### config.mk
export PLATFORM = sky130hd
export DESIGN_NAME = uart_receive_status_flags
export DESIGN_NICKNAME = d
export VERILOG_FILES = /design/src/design/serial_rx_pkg.sv /design/src/design/rx_link_if.sv /design/src/design/rx_line_sync.sv /design/src/design/rx_os_tick.sv /design/src/design/uart_receive_status_flags.sv
export SDC_FILE = /design/constraint.sdc
export NUM_CORES = 1
export LEC_CHECK = 0
export ABC_CLOCK_PERIOD_IN_PS = 1900
export BUFFER_PORTS_ARGS = -buffer_cell sky130_fd_sc_hd__buf_2
export CORE_MARGIN = 2
export CORE_UTILIZATION = 35
export DETAILED_ROUTE_END_ITERATION = 8
export SYNTH_ARGS = -nofsm -noshare
export SYNTH_HDL_FRONTEND = slang
export SYNTH_SLANG_ARGS = --single-unit
export TNS_END_PERCENT = 20
### constraint.sdc
create_clock -name clk_sys -period 1.9 [get_ports clk_sys]
set_input_delay 0.285 -clock clk_sys [delete_from_list [all_inputs] [get_ports clk_sys]]
set_output_delay 0.285 -clock clk_sys [all_outputs]
set_load 0.02 [all_outputs]
### src/design/serial_rx_pkg.sv
// Overview of operation
// - Completed frame moved into data register sets receive full, bit 5.
// - Receive full clears by status read while set, then low data read.
// - Idle flag, bit 4, after 10 ones (short) or 11 ones (long).
// - After idle clears, a valid frame must set receive full before idle again.
// - No idle flag while receiver wakeup is set.
// - Overrun, bit 3, set at mid point of the new frame's stop bit while data unread.
// - On overrun the new frame is dropped; held data stays unchanged.
// - Noise flag, bit 2, set with receive full, never on overrun.
// - Noise and parity flags clear by status read then low data read.
// - Framing flag, bit 1, when stop bit is zero, with receive full.
// - While framing flag is set, further frames are not accepted.
// - Parity flag, bit 0, on parity mismatch when enabled, with receive full.
package serial_rx_pkg;
   // ------------------------------------------------------------
   // Register map
   // ------------------------------------------------------------
   localparam logic [7:0] ADDR_CTRL = 8'h00;
   localparam logic [7:0] ADDR_BAUD = 8'h01;
   localparam logic [7:0] ADDR_STATUS = 8'h02;
   localparam logic [7:0] ADDR_DATA_HIGH = 8'h03;
   localparam logic [7:0] ADDR_DATA_LOW = 8'h04;
   localparam logic [7:0] ADDR_IRQ_STAT = 8'h05;
   localparam logic [7:0] ADDR_IRQ_MASK = 8'h06;
   // ------------------------------------------------------------
   // Field positions
   // ------------------------------------------------------------
   localparam int FLAG_FULL = 5;
   localparam int FLAG_IDLE = 4;
   localparam int FLAG_OR = 3;
   localparam int FLAG_NOISE = 2;
   localparam int FLAG_FRAME = 1;
   localparam int FLAG_PARITY = 0;
   localparam int CTRL_PAR_EN = 0;
   localparam int CTRL_PAR_ODD = 1;
   localparam int CTRL_LONG = 2;
   localparam int CTRL_WAKE = 3;
   // ------------------------------------------------------------
   // Reset values
   // ------------------------------------------------------------
   localparam logic [3:0] CTRL_RESET = 4'h0;
   localparam logic [7:0] BAUD_RESET = 8'h1A;
   localparam logic [5:0] FLAGS_RESET = 6'h00;
   // ------------------------------------------------------------
   // Sampling and frame timing
   // ------------------------------------------------------------
   localparam logic [3:0] OS_LAST = 4'hF;
   localparam logic [3:0] SAMPLE_A = 4'h7;
   localparam logic [3:0] SAMPLE_B = 4'h8;
   localparam logic [3:0] SAMPLE_C = 4'h9;
   localparam logic [3:0] LAST_BIT_SHORT = 4'h7;
   localparam logic [3:0] LAST_BIT_LONG = 4'h8;
   localparam logic [3:0] IDLE_ONES_SHORT = 4'hA;
   localparam logic [3:0] IDLE_ONES_LONG = 4'hB;

   typedef enum logic [1:0] {
      ST_IDLE,
      ST_START,
      ST_DATA,
      ST_STOP
   } rx_state_t;
endpackage : serial_rx_pkg

### src/design/rx_link_if.sv
`timescale 1ns/1ps
`default_nettype none
interface rx_link_if;
   logic line;
   logic os_tick;
   logic [7:0] divisor;
   modport sync_mp (output line);
   modport tick_mp (input divisor, output os_tick);
   modport core_mp (input line, input os_tick, output divisor);
endinterface : rx_link_if
`default_nettype wire

### src/design/rx_line_sync.sv
`timescale 1ns/1ps
`default_nettype none
module rx_line_sync (
   input wire logic clk_sys,
   input wire logic srst,
   input wire logic rxd,
   rx_link_if.sync_mp link
);
   typedef struct packed {
      logic meta;
      logic level;
   } sync_t;

   sync_t r;
   sync_t next_r;

   // ------------------------------------------------------------
   // Two stages; only the second is read
   // ------------------------------------------------------------
   always_comb begin
      next_r = r;
      next_r.meta = rxd;
      next_r.level = r.meta;
   end

   // Idle line is high, so reset to one
   always_ff @(posedge clk_sys) begin
      if (srst) begin
         r <= '1;
      end else begin
         r <= next_r;
      end
   end

   assign link.line = r.level;
endmodule : rx_line_sync
`default_nettype wire

### src/design/rx_os_tick.sv
`timescale 1ns/1ps
`default_nettype none
module rx_os_tick (
   input wire logic clk_sys,
   input wire logic srst,
   rx_link_if.tick_mp link
);
   typedef struct packed {
      logic [7:0] count;
      logic tick;
   } tick_t;

   tick_t r;
   tick_t next_r;

   // ------------------------------------------------------------
   // Oversampling tick, one per divisor plus one clocks
   // ------------------------------------------------------------
   always_comb begin
      next_r = r;
      next_r.tick = 1'b0;
      if (r.count >= link.divisor) begin
         next_r.count = 8'h00;
         next_r.tick = 1'b1;
      end else begin
         next_r.count = r.count + 8'h01;
      end
   end

   always_ff @(posedge clk_sys) begin
      if (srst) begin
         r <= '0;
      end else begin
         r <= next_r;
      end
   end

   assign link.os_tick = r.tick;
endmodule : rx_os_tick
`default_nettype wire

### src/design/uart_receive_status_flags.sv
`timescale 1ns/1ps
`default_nettype none
module uart_receive_status_flags (
   input wire logic clk_sys,
   input wire logic srst,
   input wire logic rxd,
   input wire logic [7:0] addr,
   input wire logic [7:0] wdata,
   input wire logic wr_stb,
   input wire logic rd_stb,
   output logic [7:0] rdata,
   output logic irq
);
   typedef struct packed {
      logic [3:0] ctrl;
      logic [7:0] baud;
      logic [5:0] flags;
      logic [5:0] armed;
      logic idle_armed;
      logic [8:0] data;
      logic [5:0] irq_stat;
      logic [5:0] irq_mask;
      logic [7:0] rdata;
      serial_rx_pkg::rx_state_t state;
      logic [3:0] os_cnt;
      logic [3:0] bit_cnt;
      logic [8:0] shift;
      logic [1:0] samp;
      logic noise;
      logic parity;
      logic [3:0] idle_cnt;
      logic idle_done;
   } core_t;

   core_t r;
   core_t next_r;

   rx_link_if link ();

   rx_line_sync u_sync (
      .clk_sys(clk_sys),
      .srst(srst),
      .rxd(rxd),
      .link(link.sync_mp)
   );

   rx_os_tick u_tick (
      .clk_sys(clk_sys),
      .srst(srst),
      .link(link.tick_mp)
   );

   assign link.divisor = r.baud;

   // ------------------------------------------------------------
   // Helpers
   // ------------------------------------------------------------
   function automatic logic vote(input logic a, input logic b, input logic c);
      vote = (a & b) | (a & c) | (b & c);
   endfunction : vote

   function automatic logic disagree(input logic a, input logic b, input logic c);
      disagree = !((a == b) && (b == c));
   endfunction : disagree

   function automatic logic [3:0] bump(input logic [3:0] v);
      bump = v + 4'h1;
   endfunction : bump

   // ------------------------------------------------------------
   // Receiver and flag logic
   // ------------------------------------------------------------
   always_comb begin
      logic bit_val;
      logic bit_noisy;
      logic fr_done;
      logic [8:0] fr_data;
      logic fr_noise;
      logic fr_stop_err;
      logic fr_par_err;
      logic idle_seen;
      logic [3:0] last_bit;
      logic [3:0] idle_target;
      logic [5:0] ev;
      bit_val = 1'b0;
      bit_noisy = 1'b0;
      fr_done = 1'b0;
      fr_data = 9'h000;
      fr_noise = 1'b0;
      fr_stop_err = 1'b0;
      fr_par_err = 1'b0;
      idle_seen = 1'b0;
      ev = 6'h00;
      last_bit = serial_rx_pkg::LAST_BIT_SHORT;
      idle_target = serial_rx_pkg::IDLE_ONES_SHORT;
      next_r = r;
      // Read data is zero outside a read
      next_r.rdata = 8'h00;
      if (r.ctrl[serial_rx_pkg::CTRL_LONG]) begin
         last_bit = serial_rx_pkg::LAST_BIT_LONG;
         idle_target = serial_rx_pkg::IDLE_ONES_LONG;
      end else begin
         last_bit = serial_rx_pkg::LAST_BIT_SHORT;
         idle_target = serial_rx_pkg::IDLE_ONES_SHORT;
      end

      // Three samples around mid bit
      if (link.os_tick) begin
         if (r.os_cnt == serial_rx_pkg::SAMPLE_A) begin
            next_r.samp[0] = link.line;
         end
         if (r.os_cnt == serial_rx_pkg::SAMPLE_B) begin
            next_r.samp[1] = link.line;
         end
         bit_val = vote(r.samp[0], r.samp[1], link.line);
         bit_noisy = disagree(r.samp[0], r.samp[1], link.line);
      end

      case (r.state)
         serial_rx_pkg::ST_IDLE: begin
            if (!link.line) begin
               next_r.state = serial_rx_pkg::ST_START;
               next_r.os_cnt = 4'h0;
               next_r.noise = 1'b0;
               next_r.parity = 1'b0;
               next_r.idle_cnt = 4'h0;
               next_r.idle_done = 1'b0;
            end else if (link.os_tick) begin
               next_r.os_cnt = bump(r.os_cnt);
               // count idle bit times
               // Counted from stop mid point, stop bit excluded
               if (r.os_cnt == serial_rx_pkg::OS_LAST && !r.idle_done) begin
                  next_r.idle_cnt = bump(r.idle_cnt);
                  if (next_r.idle_cnt == idle_target) begin
                     idle_seen = 1'b1;
                     next_r.idle_done = 1'b1;
                  end
               end
            end
         end
         serial_rx_pkg::ST_START: begin
            if (link.os_tick) begin
               next_r.os_cnt = bump(r.os_cnt);
               if (r.os_cnt == serial_rx_pkg::SAMPLE_C) begin
                  next_r.noise = bit_noisy;
                  // False start goes back to idle
                  if (bit_val) begin
                     next_r.state = serial_rx_pkg::ST_IDLE;
                     next_r.os_cnt = 4'h0;
                  end
               end
               if (r.os_cnt == serial_rx_pkg::OS_LAST) begin
                  next_r.state = serial_rx_pkg::ST_DATA;
                  next_r.bit_cnt = 4'h0;
               end
            end
         end
         serial_rx_pkg::ST_DATA: begin
            if (link.os_tick) begin
               next_r.os_cnt = bump(r.os_cnt);
               if (r.os_cnt == serial_rx_pkg::SAMPLE_C) begin
                  next_r.shift = {bit_val, r.shift[8:1]};
                  next_r.parity = r.parity ^ bit_val;
                  // Noise on any bit marks the frame
                  next_r.noise = r.noise | bit_noisy;
               end
               if (r.os_cnt == serial_rx_pkg::OS_LAST) begin
                  next_r.bit_cnt = r.bit_cnt + 4'h1;
                  if (r.bit_cnt == last_bit) begin
                     next_r.state = serial_rx_pkg::ST_STOP;
                  end
               end
            end
         end
         serial_rx_pkg::ST_STOP: begin
            if (link.os_tick) begin
               next_r.os_cnt = bump(r.os_cnt);
               // Ends at mid stop bit to allow for clock skew
               if (r.os_cnt == serial_rx_pkg::SAMPLE_C) begin
                  fr_done = 1'b1;
                  fr_noise = r.noise | bit_noisy;
                  fr_stop_err = !bit_val;
                  // parity against type
                  // Parity bit stays in the data as received
                  fr_par_err = r.ctrl[serial_rx_pkg::CTRL_PAR_EN]
                     & (r.parity != r.ctrl[serial_rx_pkg::CTRL_PAR_ODD]);
                  if (r.ctrl[serial_rx_pkg::CTRL_LONG]) begin
                     fr_data = r.shift;
                  end else begin
                     fr_data = {1'b0, r.shift[8:1]};
                  end
                  next_r.state = serial_rx_pkg::ST_IDLE;
                  next_r.os_cnt = 4'h0;
                  next_r.idle_cnt = 4'h0;
                  next_r.idle_done = 1'b0;
               end
            end
         end
         default: begin
            next_r.state = serial_rx_pkg::ST_IDLE;
         end
      endcase

      // ------------------------------------------------------------
      // Register reads and writes
      // ------------------------------------------------------------
      if (rd_stb) begin
         if (addr == serial_rx_pkg::ADDR_CTRL) begin
            next_r.rdata = {4'h0, r.ctrl};
         end else if (addr == serial_rx_pkg::ADDR_BAUD) begin
            next_r.rdata = r.baud;
         end else if (addr == serial_rx_pkg::ADDR_STATUS) begin
            next_r.rdata = {2'b00, r.flags};
            // arm clear of flags seen set
            // Each status read replaces the record
            next_r.armed = r.flags;
         end else if (addr == serial_rx_pkg::ADDR_DATA_HIGH) begin
            next_r.rdata = {7'h00, r.data[8]};
         end else if (addr == serial_rx_pkg::ADDR_DATA_LOW) begin
            next_r.rdata = r.data[7:0];
            next_r.flags = r.flags & ~r.armed;
            next_r.armed = 6'h00;
         end else if (addr == serial_rx_pkg::ADDR_IRQ_STAT) begin
            next_r.rdata = {2'b00, r.irq_stat};
         end else if (addr == serial_rx_pkg::ADDR_IRQ_MASK) begin
            next_r.rdata = {2'b00, r.irq_mask};
         end else begin
            next_r.rdata = 8'h00;
         end
      end

      // Status and data writes are ignored
      if (wr_stb) begin
         if (addr == serial_rx_pkg::ADDR_CTRL) begin
            next_r.ctrl = wdata[3:0];
         end else if (addr == serial_rx_pkg::ADDR_BAUD) begin
            next_r.baud = wdata;
         end else if (addr == serial_rx_pkg::ADDR_IRQ_STAT) begin
            next_r.irq_stat = r.irq_stat & ~wdata[5:0];
         end else if (addr == serial_rx_pkg::ADDR_IRQ_MASK) begin
            next_r.irq_mask = wdata[5:0];
         end
      end

      // ------------------------------------------------------------
      // Flag setting; a set always beats a clear
      // ------------------------------------------------------------
      // wakeup suppresses idle
      if (idle_seen && r.idle_armed && !r.ctrl[serial_rx_pkg::CTRL_WAKE]) begin
         ev[serial_rx_pkg::FLAG_IDLE] = 1'b1;
         next_r.idle_armed = 1'b0;
      end

      if (fr_done && !r.flags[serial_rx_pkg::FLAG_FRAME]) begin
         // A frame racing a data read still overruns
         if (r.flags[serial_rx_pkg::FLAG_FULL]) begin
            ev[serial_rx_pkg::FLAG_OR] = 1'b1;
         end else begin
            next_r.data = fr_data;
            ev[serial_rx_pkg::FLAG_FULL] = 1'b1;
            ev[serial_rx_pkg::FLAG_NOISE] = fr_noise;
            // Framing error frames still load the data
            ev[serial_rx_pkg::FLAG_FRAME] = fr_stop_err;
            ev[serial_rx_pkg::FLAG_PARITY] = fr_par_err;
            next_r.idle_armed = 1'b1;
         end
      end

      next_r.flags = next_r.flags | ev;
      next_r.irq_stat = next_r.irq_stat | ev;
   end

   // ------------------------------------------------------------
   // State register
   // ------------------------------------------------------------
   always_ff @(posedge clk_sys) begin
      if (srst) begin
         r <= '0;
         r.ctrl <= serial_rx_pkg::CTRL_RESET;
         r.baud <= serial_rx_pkg::BAUD_RESET;
         r.flags <= serial_rx_pkg::FLAGS_RESET;
         r.state <= serial_rx_pkg::ST_IDLE;
      end else begin
         r <= next_r;
      end
   end

   assign rdata = r.rdata;
   // Level interrupt, no edge so nothing is missed
   assign irq = |(r.irq_stat & r.irq_mask);
endmodule : uart_receive_status_flags
`default_nettype wire

==> impl_summary.md, run 1 <==
Worst setup path
The worst path required time is 2.17 ns. For the worst setup path, the data arrival time is 2.20 ns. Walking the worst path, the cells encountered are inv_1 -> ha_2 -> buf_4 -> inv_2 -> a31oi_1 -> a221o_1 -> or4_4 -> a21oi_2. On the worst path, the slowest cell contributes a delay of 0.54 ns. The maximum fanout count along the critical path is 3. The slowest cell on the critical path is or4_4. The worst setup path is of the flip-flop to flip-flop kind. STA classifies the critical path startpoint as a flip-flop. The endpoint class of the critical path is a flip-flop.

Layout
The total area of multi-input combinational cells is ~2600 um2. The antenna diode instance count is 0. The final design instance area without fill is between 5000 and 6000 um2.

In the final layout, the share of cells above drive strength 1 is 22.0%. The count of filler cells inserted in the layout is around 1300. The area added between synthesis and finish is 20.8%. The number of nets in the final layout is about 660. Registers take 1870 um2. The final standard cell count with taps included and fillers excluded is 798.

GRT
In the global route stage, overall resource usage came out at 17.2%. The first global-routing pass estimated 19900 um of wire. The maximum number of pins on one net before global-route repair is 90. The final global-route overflow total is 0. The initial antenna violation count came to 0. The number of global-route vias before repair was ~4000.

Drt
In the routed design, unresolved DRC markers number 0. For this block, the initial DRC count from the detailed router was 396. Before antenna repair, the detailed router went through 6 iterations. The average wire per cell in the routed design is 15.5 um. Summed over all layers, the routed wires come to 12300 um. The routed via count is 4297. The post-route antenna net violation count is 0. The detailed-route vias per instance is 5.38.

Pwr
The completed layout was analyzed and its total power is 4.25 mW. Dividing total power by cell area gives a power density of 744 nW/um2. Summed over all cells, the static leakage comes to about 2.1 nW. The maximum ir drop on the vdd rail is 0.431 mV.

Yosys
The primary flip-flop cell chosen by synthesis mapping is dfxtp_1. Synthesis produced a netlist whose cell count is approximately 560. The synthesized design devotes to its leading area cell type between 30% and 40% of total area. The number of distinct library cells after synthesis is a little under 60.

By area the synthesized netlist is led by dfxtp_1, a21oi_1, ha_1, mux2i_1, nor2_1. In this run, synthesis produced a sequential element count of 93. Summed over all instances, the cell type with the most area after synthesis is dfxtp_1. The post-synth net total is 605. The post-synthesis average cell area is roughly 8.4 um2. The post-synthesis instance area is 4730 um2. For this run, the register share of the synthesized area comes to 39.4%.

In this run, synthesis inferred 0 flip-flops with an integrated enable. Counting flops with an async set or reset pin after synthesis yields a share of 0%. The count of synthesis-stage warnings from yosys is 0.

STA
Setup repair after global routing could not meet its margin everywhere. The period utilization is 101%. The max-slew headroom at the worst pin is 65.3%. Once routing completed, OpenROAD measured the worst setup slack at -0.0255 ns. The worst setup skew after layout is between 0.008 and 0.009 ns. The final period demand of the worst path is 1.93 ns. The number of max-slew violations in the final report is 0. Setup violations remaining at the end of the flow were counted as 1. For this run, the top clock speed supported by timing is 0.519 GHz. The number of hold violations in the final report came to 0. The worst-margin pin slew is 0.507 ns.

Floorplanning
The chip width is 120 um. The die covers 14500 um2. The initial utilization of the core area, before any placement, comes to between 30% and 40%.

The count of pins on the block boundary is 30. The die boundary height is 120 um. The row count is 42. In this run the standard cell core region covers 13200 um2.

Placement
Port buffering added 29 buffers. After legalization and detailed placement, the total HPWL measured 8900 um. Summing all placed instances gives a cell area of 5300 um2.

Once placement completed, the tool counted placed cells totaling 777. The congestion estimate from routability-driven global placement came to 0.891.

Clocking
The clock slew seen by the registers of the worst setup and hold paths is 0.07 ns. The tree is rooted in a clkbuf_16. The CTS tree is yes. For this design, the CTS-stage hold fixing added 0 buffers. The maximum level of the CTS H-tree is 3. The latest clock arrival within the worst-skew pair is roughly 0.35 ns. The deepest clock path buffer count is 2. The number of buffers created by CTS is 9. The number of sinks driven by the clock tree is 93.

Hold path
In this run the worst hold path is classified as primary input to flip-flop.

Run status
The run finished, with violations left. The final reports fail on negative setup slack.

Flow run
Across the run, the number of max-cap violations was 0.
[cell type report]
cell class	instances	share of cell area, %
multi-input cells	402	46.3
clock inverters	6	0.788
flip-flops and latches	93	32.7
well taps	176	3.85
clock buffers	10	4.18
inverters	24	1.58
repair buffers	87	10.7
[flip-flops by register name, indices dropped and copies added, names as in the netlist]
signal	cells
link.divisor	8
r	66
rdata	8
u_sync.link.line	1
u_sync.next_r	1
u_tick.link.os_tick	1
u_tick.r	8
[routing by layer]
| layer | up-vias | track usage, % | part of all wire (%) |
|---|---|---|---|
| met5 | - | 0 | 0 |
| met4 | 0 | 8.50 | 2.8 |
| met3 | 28 | 2.50 | 4.4 |
| met2 | 128 | 27.2 | 46 |
| met1 | 2028 | 23.1 | 47 |
| li1 | 2113 | - | - |
[final timing paths]
| path | start | endpoint | slack, ns | cells after the start |
|---|---|---|---|---|
| worst max-delay path | r[26] | r[27] | -0.03 | 8 |
| worst min-delay path | rxd | u_sync.next_r[0] | 0.12 | 2 |
| worst max register to register | r[26] | r[27] | -0.03 | 8 |
| worst min register to register | u_sync.next_r[0] | u_sync.link.line | 0.41 | 1 |
[metrics by stage]
| step | util [%] | setup WS (ns) | hold slack, ns | TNS [ns] |
|---|---|---|---|---|
| 2_1_floorplan | - | -0.0726 | 0.389 | -0.902 |
| 3_3_place_gp | 40.0 | -0.167 | 0.403 | -4.15 |
| 3_5_place_dp | 40.0 | -0.180 | 0.403 | -5.24 |
| 4_1_cts | 42.4 | -0.0527 | 0.107 | -0.395 |
| 5_1_grt | 43.2 | -0.0863 | 0.114 | -0.810 |
| 6_report | 43.2 | -0.0255 | 0.116 | -0.0255 |
[cells in the final DEF, fill, tap and decap left out, types with 6 or more instances in the layout]
| cell | instances |
|---|---|
| nand2_1 | 47 |
| clkbuf_16 | 9 |
| a211oi_1 | 17 |
| xor2_1 | 7 |
| o21ai_1 | 8 |
| ha_1 | 17 |
| inv_1 | 22 |
| nand3_1 | 31 |
| nor2_1 | 47 |
| dfxtp_1 | 88 |
| nand2b_1 | 7 |
| o21ai_0 | 14 |
| nor2b_1 | 8 |
| a22oi_1 | 11 |
| a21oi_1 | 57 |
| nor3_1 | 8 |
| buf_4 | 55 |
| mux2i_1 | 24 |
| buf_2 | 29 |
| nand4b_1 | 6 |
[synth_stat cells, types with 8 or more instances]
library cell,n
dfxtp_1,93
a21oi_1,60
nor2_1,48
nand2_1,47
nand3_1,32
clkbuf_1,26
inv_1,24
mux2i_1,24
o21ai_0,22
ha_1,21
a211oi_1,18
a22oi_1,11
nor3_1,9
buf_4,8
nor2b_1,8
[cell families (layout without fill, tap and decap cells)]
logic type / count (synthesis) / count (layout) / share of synthesized area, %
muxes: 24 / 24 / 5.08
buffers and inverters: 68 / 127 / 6.72
AOI/OAI and AO/OA: 142 / 142 / 18.5
xor gates and xnor gates: 12 / 12 / 2.22
adders and majority gates: 21 / 21 / 5.55
and+or+nand+nor: 203 / 203 / 22.6
DFF: 93 / 93 / 39.4
[repair_timing]
item	4_1_cts	5_1_grt
pin swaps	7	8
resized for setup	7	26
endpoints found under the setup margin	15	36
cloned	0	2
setup buffers	1	2
[critical path, delay by kind of cell, from the launching register on]
kind	cells	cell delay [ns]
buf+inv	3	0.27
fa+ha+maj	1	0.20
compound gates	3	0.51
flops	1	0.33
simple gates	1	0.54
[power breakdown]
part	switching, mW	internal (mW)	total (mW)
combinational	0.280	0.223	0.502
sequential	0.0214	1.98	2.00
clock	0.820	0.930	1.75
total	1.12	3.13	4.25
(Power assumes the default switching activity.)
==> inputs of run 2 (changes only) <==
- CORE_UTILIZATION: 35 -> 55
- PLACE_DENSITY: unset -> 0.76
==> run 2 against run 1 <==
The run now ends clean. Fmax is 1.4% higher. First-iteration DRC count is 37% lower. Flip-flop and latch count unchanged. Non-clock buffer count is 3 higher. Count of clock-buffer cells in the layout rose by 1. Core utilization up 25 points. Hold slack worse by 0.027 ns. Combinational power grew 9.6%. Sequential power is essentially flat. Final cell count is 8.5% lower. Critical path type unchanged. Largest power group unchanged. Highest routed layer unchanged.
==> impl_summary.md, run 2 (synthesized netlist as in run 1, its figures left out) <==
Clocking
Hold repair after CTS inserted 0 buffers. The cell sitting at the root of the clock tree is a clkbuf_8. The number of sinks driven by the clock tree is 93. The deepest clock path buffer count is 2.

The latest clock arrival within the worst-skew pair is 0.37 ns. The number of buffers created by CTS is 9. The H-tree was split into 3 levels.

The clock slew seen by the registers of the worst setup and hold paths is 0.10 ns. TritonCTS built the clock tree.

Placement
At the placement stage, the worst setup path has a slack of -0.206 ns. Buffers placed on the I/O ports in this run total 29. The estimated wirelength of the detail-placed design is 8590 um. At the end of routability-driven placement, the weighted congestion stood at 0.984.

Flow run
The tool flagged a number of max-cap violations equal to 0.

Worst setup path
Data on the critical path arrives at its endpoint at around 2.2 ns. In this run the worst path has a maximum fanout of 5. The worst reg-to-reg setup slack is 0.0002 ns. STA puts the critical path data required time at ~2.2 ns. The worst setup path is launched from a flip-flop. The endpoint class of the critical path is a flip-flop. The classification of the worst setup path is flip-flop to flip-flop.

Pwr
In this run the power density over the cells is just over 700 nW/um2. The maximum ir drop on the vdd rail is 0.365 mV. The leakage power is 2.12 nW.

Floorplanning
The die covers 9360 um2. The die is ~97 um tall. The count of pins on the block boundary is 30.

The region available for standard cell placement spans about 8300 um2. The initial core utilization is 57.3%. The chip width is 96.7 um. The floorplan has 33 rows.

STA
The number of max-slew violations in the final report is 0. The number of hold violations in the final report is 0. Hold is met by 0.0894 ns. The maximum achievable frequency is 0.526 GHz.

The worst pin sits at a relative slew slack of a little over three fifths. Of the available clock period, the critical path in the final layout requires between 90 and 100%. Across the routed clock network, the largest skew measured is 0.0141 ns. Setup repair after global routing could not meet its margin everywhere.

The final period demand of the worst path is about 1.9 ns. Setup violations remaining at the end of the flow were counted as 0. The final worst slack is 0.000164 ns. The worst-margin pin slew is 0.543 ns.

GRT
Global routing used 33.3% of the available met1 tracks. For this run, the total global-route usage over all layers was measured as about 25%. Global routing finished with a remaining overflow of 0. The initial antenna violation count is 0.

The busiest layer in global routing is met2. The number of global-route vias before repair is between 4000 and 5000. Global routing consumed, on the met3 layer, 4.34% of the routing resources. The global routing usage on met2 is roughly 41%. Entering global routing, the biggest net connects 60 pins.

The global-route wire length before repair is ~20000 um.

Layout
The repair_antennas step left the layout with diodes totalling 0. The register with the most flip-flops in the layout has 66 of them. In the final layout, the share of cells above drive strength 1 is 23.8%.

The register with the most flip-flops is r. The number of nets in the final layout is roughly 660. In the layout the commonest cells are dfxtp_1, a21oi_1, buf_4. The utilization after layout is 68.4%.

The most common cell after layout, fill and taps aside is dfxtp_1. Compared with the post-synthesis result, the final layout area differs by 19.5%.

Drt
In this run the remaining antenna-violating nets after routing total 0. In this run, the number of DRC markers left after iteration 0 of detailed routing was 248. The final route contains around 4300 vias. The length of the first detailed-routing pass in iterations is 5.

For this run, design rule violations remaining after detail routing come to 0. The average wire per cell in the routed design is 16.8 um. After detailed routing, the number of vias per cell comes to 5.94. The total routed wirelength is 12200 um.

Hold path
The min-delay analysis places its worst path in the category primary input to flip-flop.

Run status
The flow ran to the end, and the final reports show no timing, DRC or antenna violations.
==> run 2: worst paths after layout <==
kind | to | startpoint | depth (start not counted)
max reg2reg | r[26] | r[27] | 7
min reg2reg | u_sync.link.line | u_sync.next_r[0] | 1
max | r[26] | r[27] | 7
min | u_sync.next_r[0] | rxd | 2
==> run 2: timing repair <==
action                                  in CTS  in global routing
endpoints found under the setup margin      11                 31
setup buffers                                5                  3
gates resized for setup                      8                 40
gates cloned                                 0                  1
pin swaps                                   10                 15
==> run 2: through the flow <==
stage / setup TNS (ns) / cells / area (um2) / power (mW)
floorplan: -0.902 / 563 / 4740 / 2.31
global placement: -3.78 / 705 / 5210 / 2.49
detailed placement: -5.18 / 705 / 5210 / 2.50
CTS: -0.0131 / 726 / 5490 / 3.98
global route: -0.216 / 730 / 5650 / 4.19
finish: 0 / 730 / 5650 / 4.05
==> run 2: layout make-up <==
type                    count  area (um2)
well taps                 105         131
clock buffers              11         141
fillers                   678        2610
clock inverters             5        82.6
flip-flops and latches     93        1880
multi-input cells         402        2690
repair buffers             90         636
inverters                  24        90.1
==> run 2: critical path, cell delays in order, from the launching register on <==
cell,delay [ns]
dfxtp_4,0.37
inv_1,0.07
ha_1,0.19
and2_2,0.24
a221o_1,0.29
buf_4,0.15
or3_1,0.36
a21oi_1,0.15
==> run 2: per-layer routing <==
metal / up-vias / part of all wire [%]
met5: - / 0
met4: 0 / 2.2
met3: 24 / 4.5
met2: 123 / 48
met1: 2072 / 45
li1: 2116 / -
==> run 2: report_power, final <==
part	internal [mW]	leakage, nW	switching [mW]
clock	0.783	0.114	0.715
combinational	0.248	1.25	0.302
sequential	1.98	0.755	0.0270
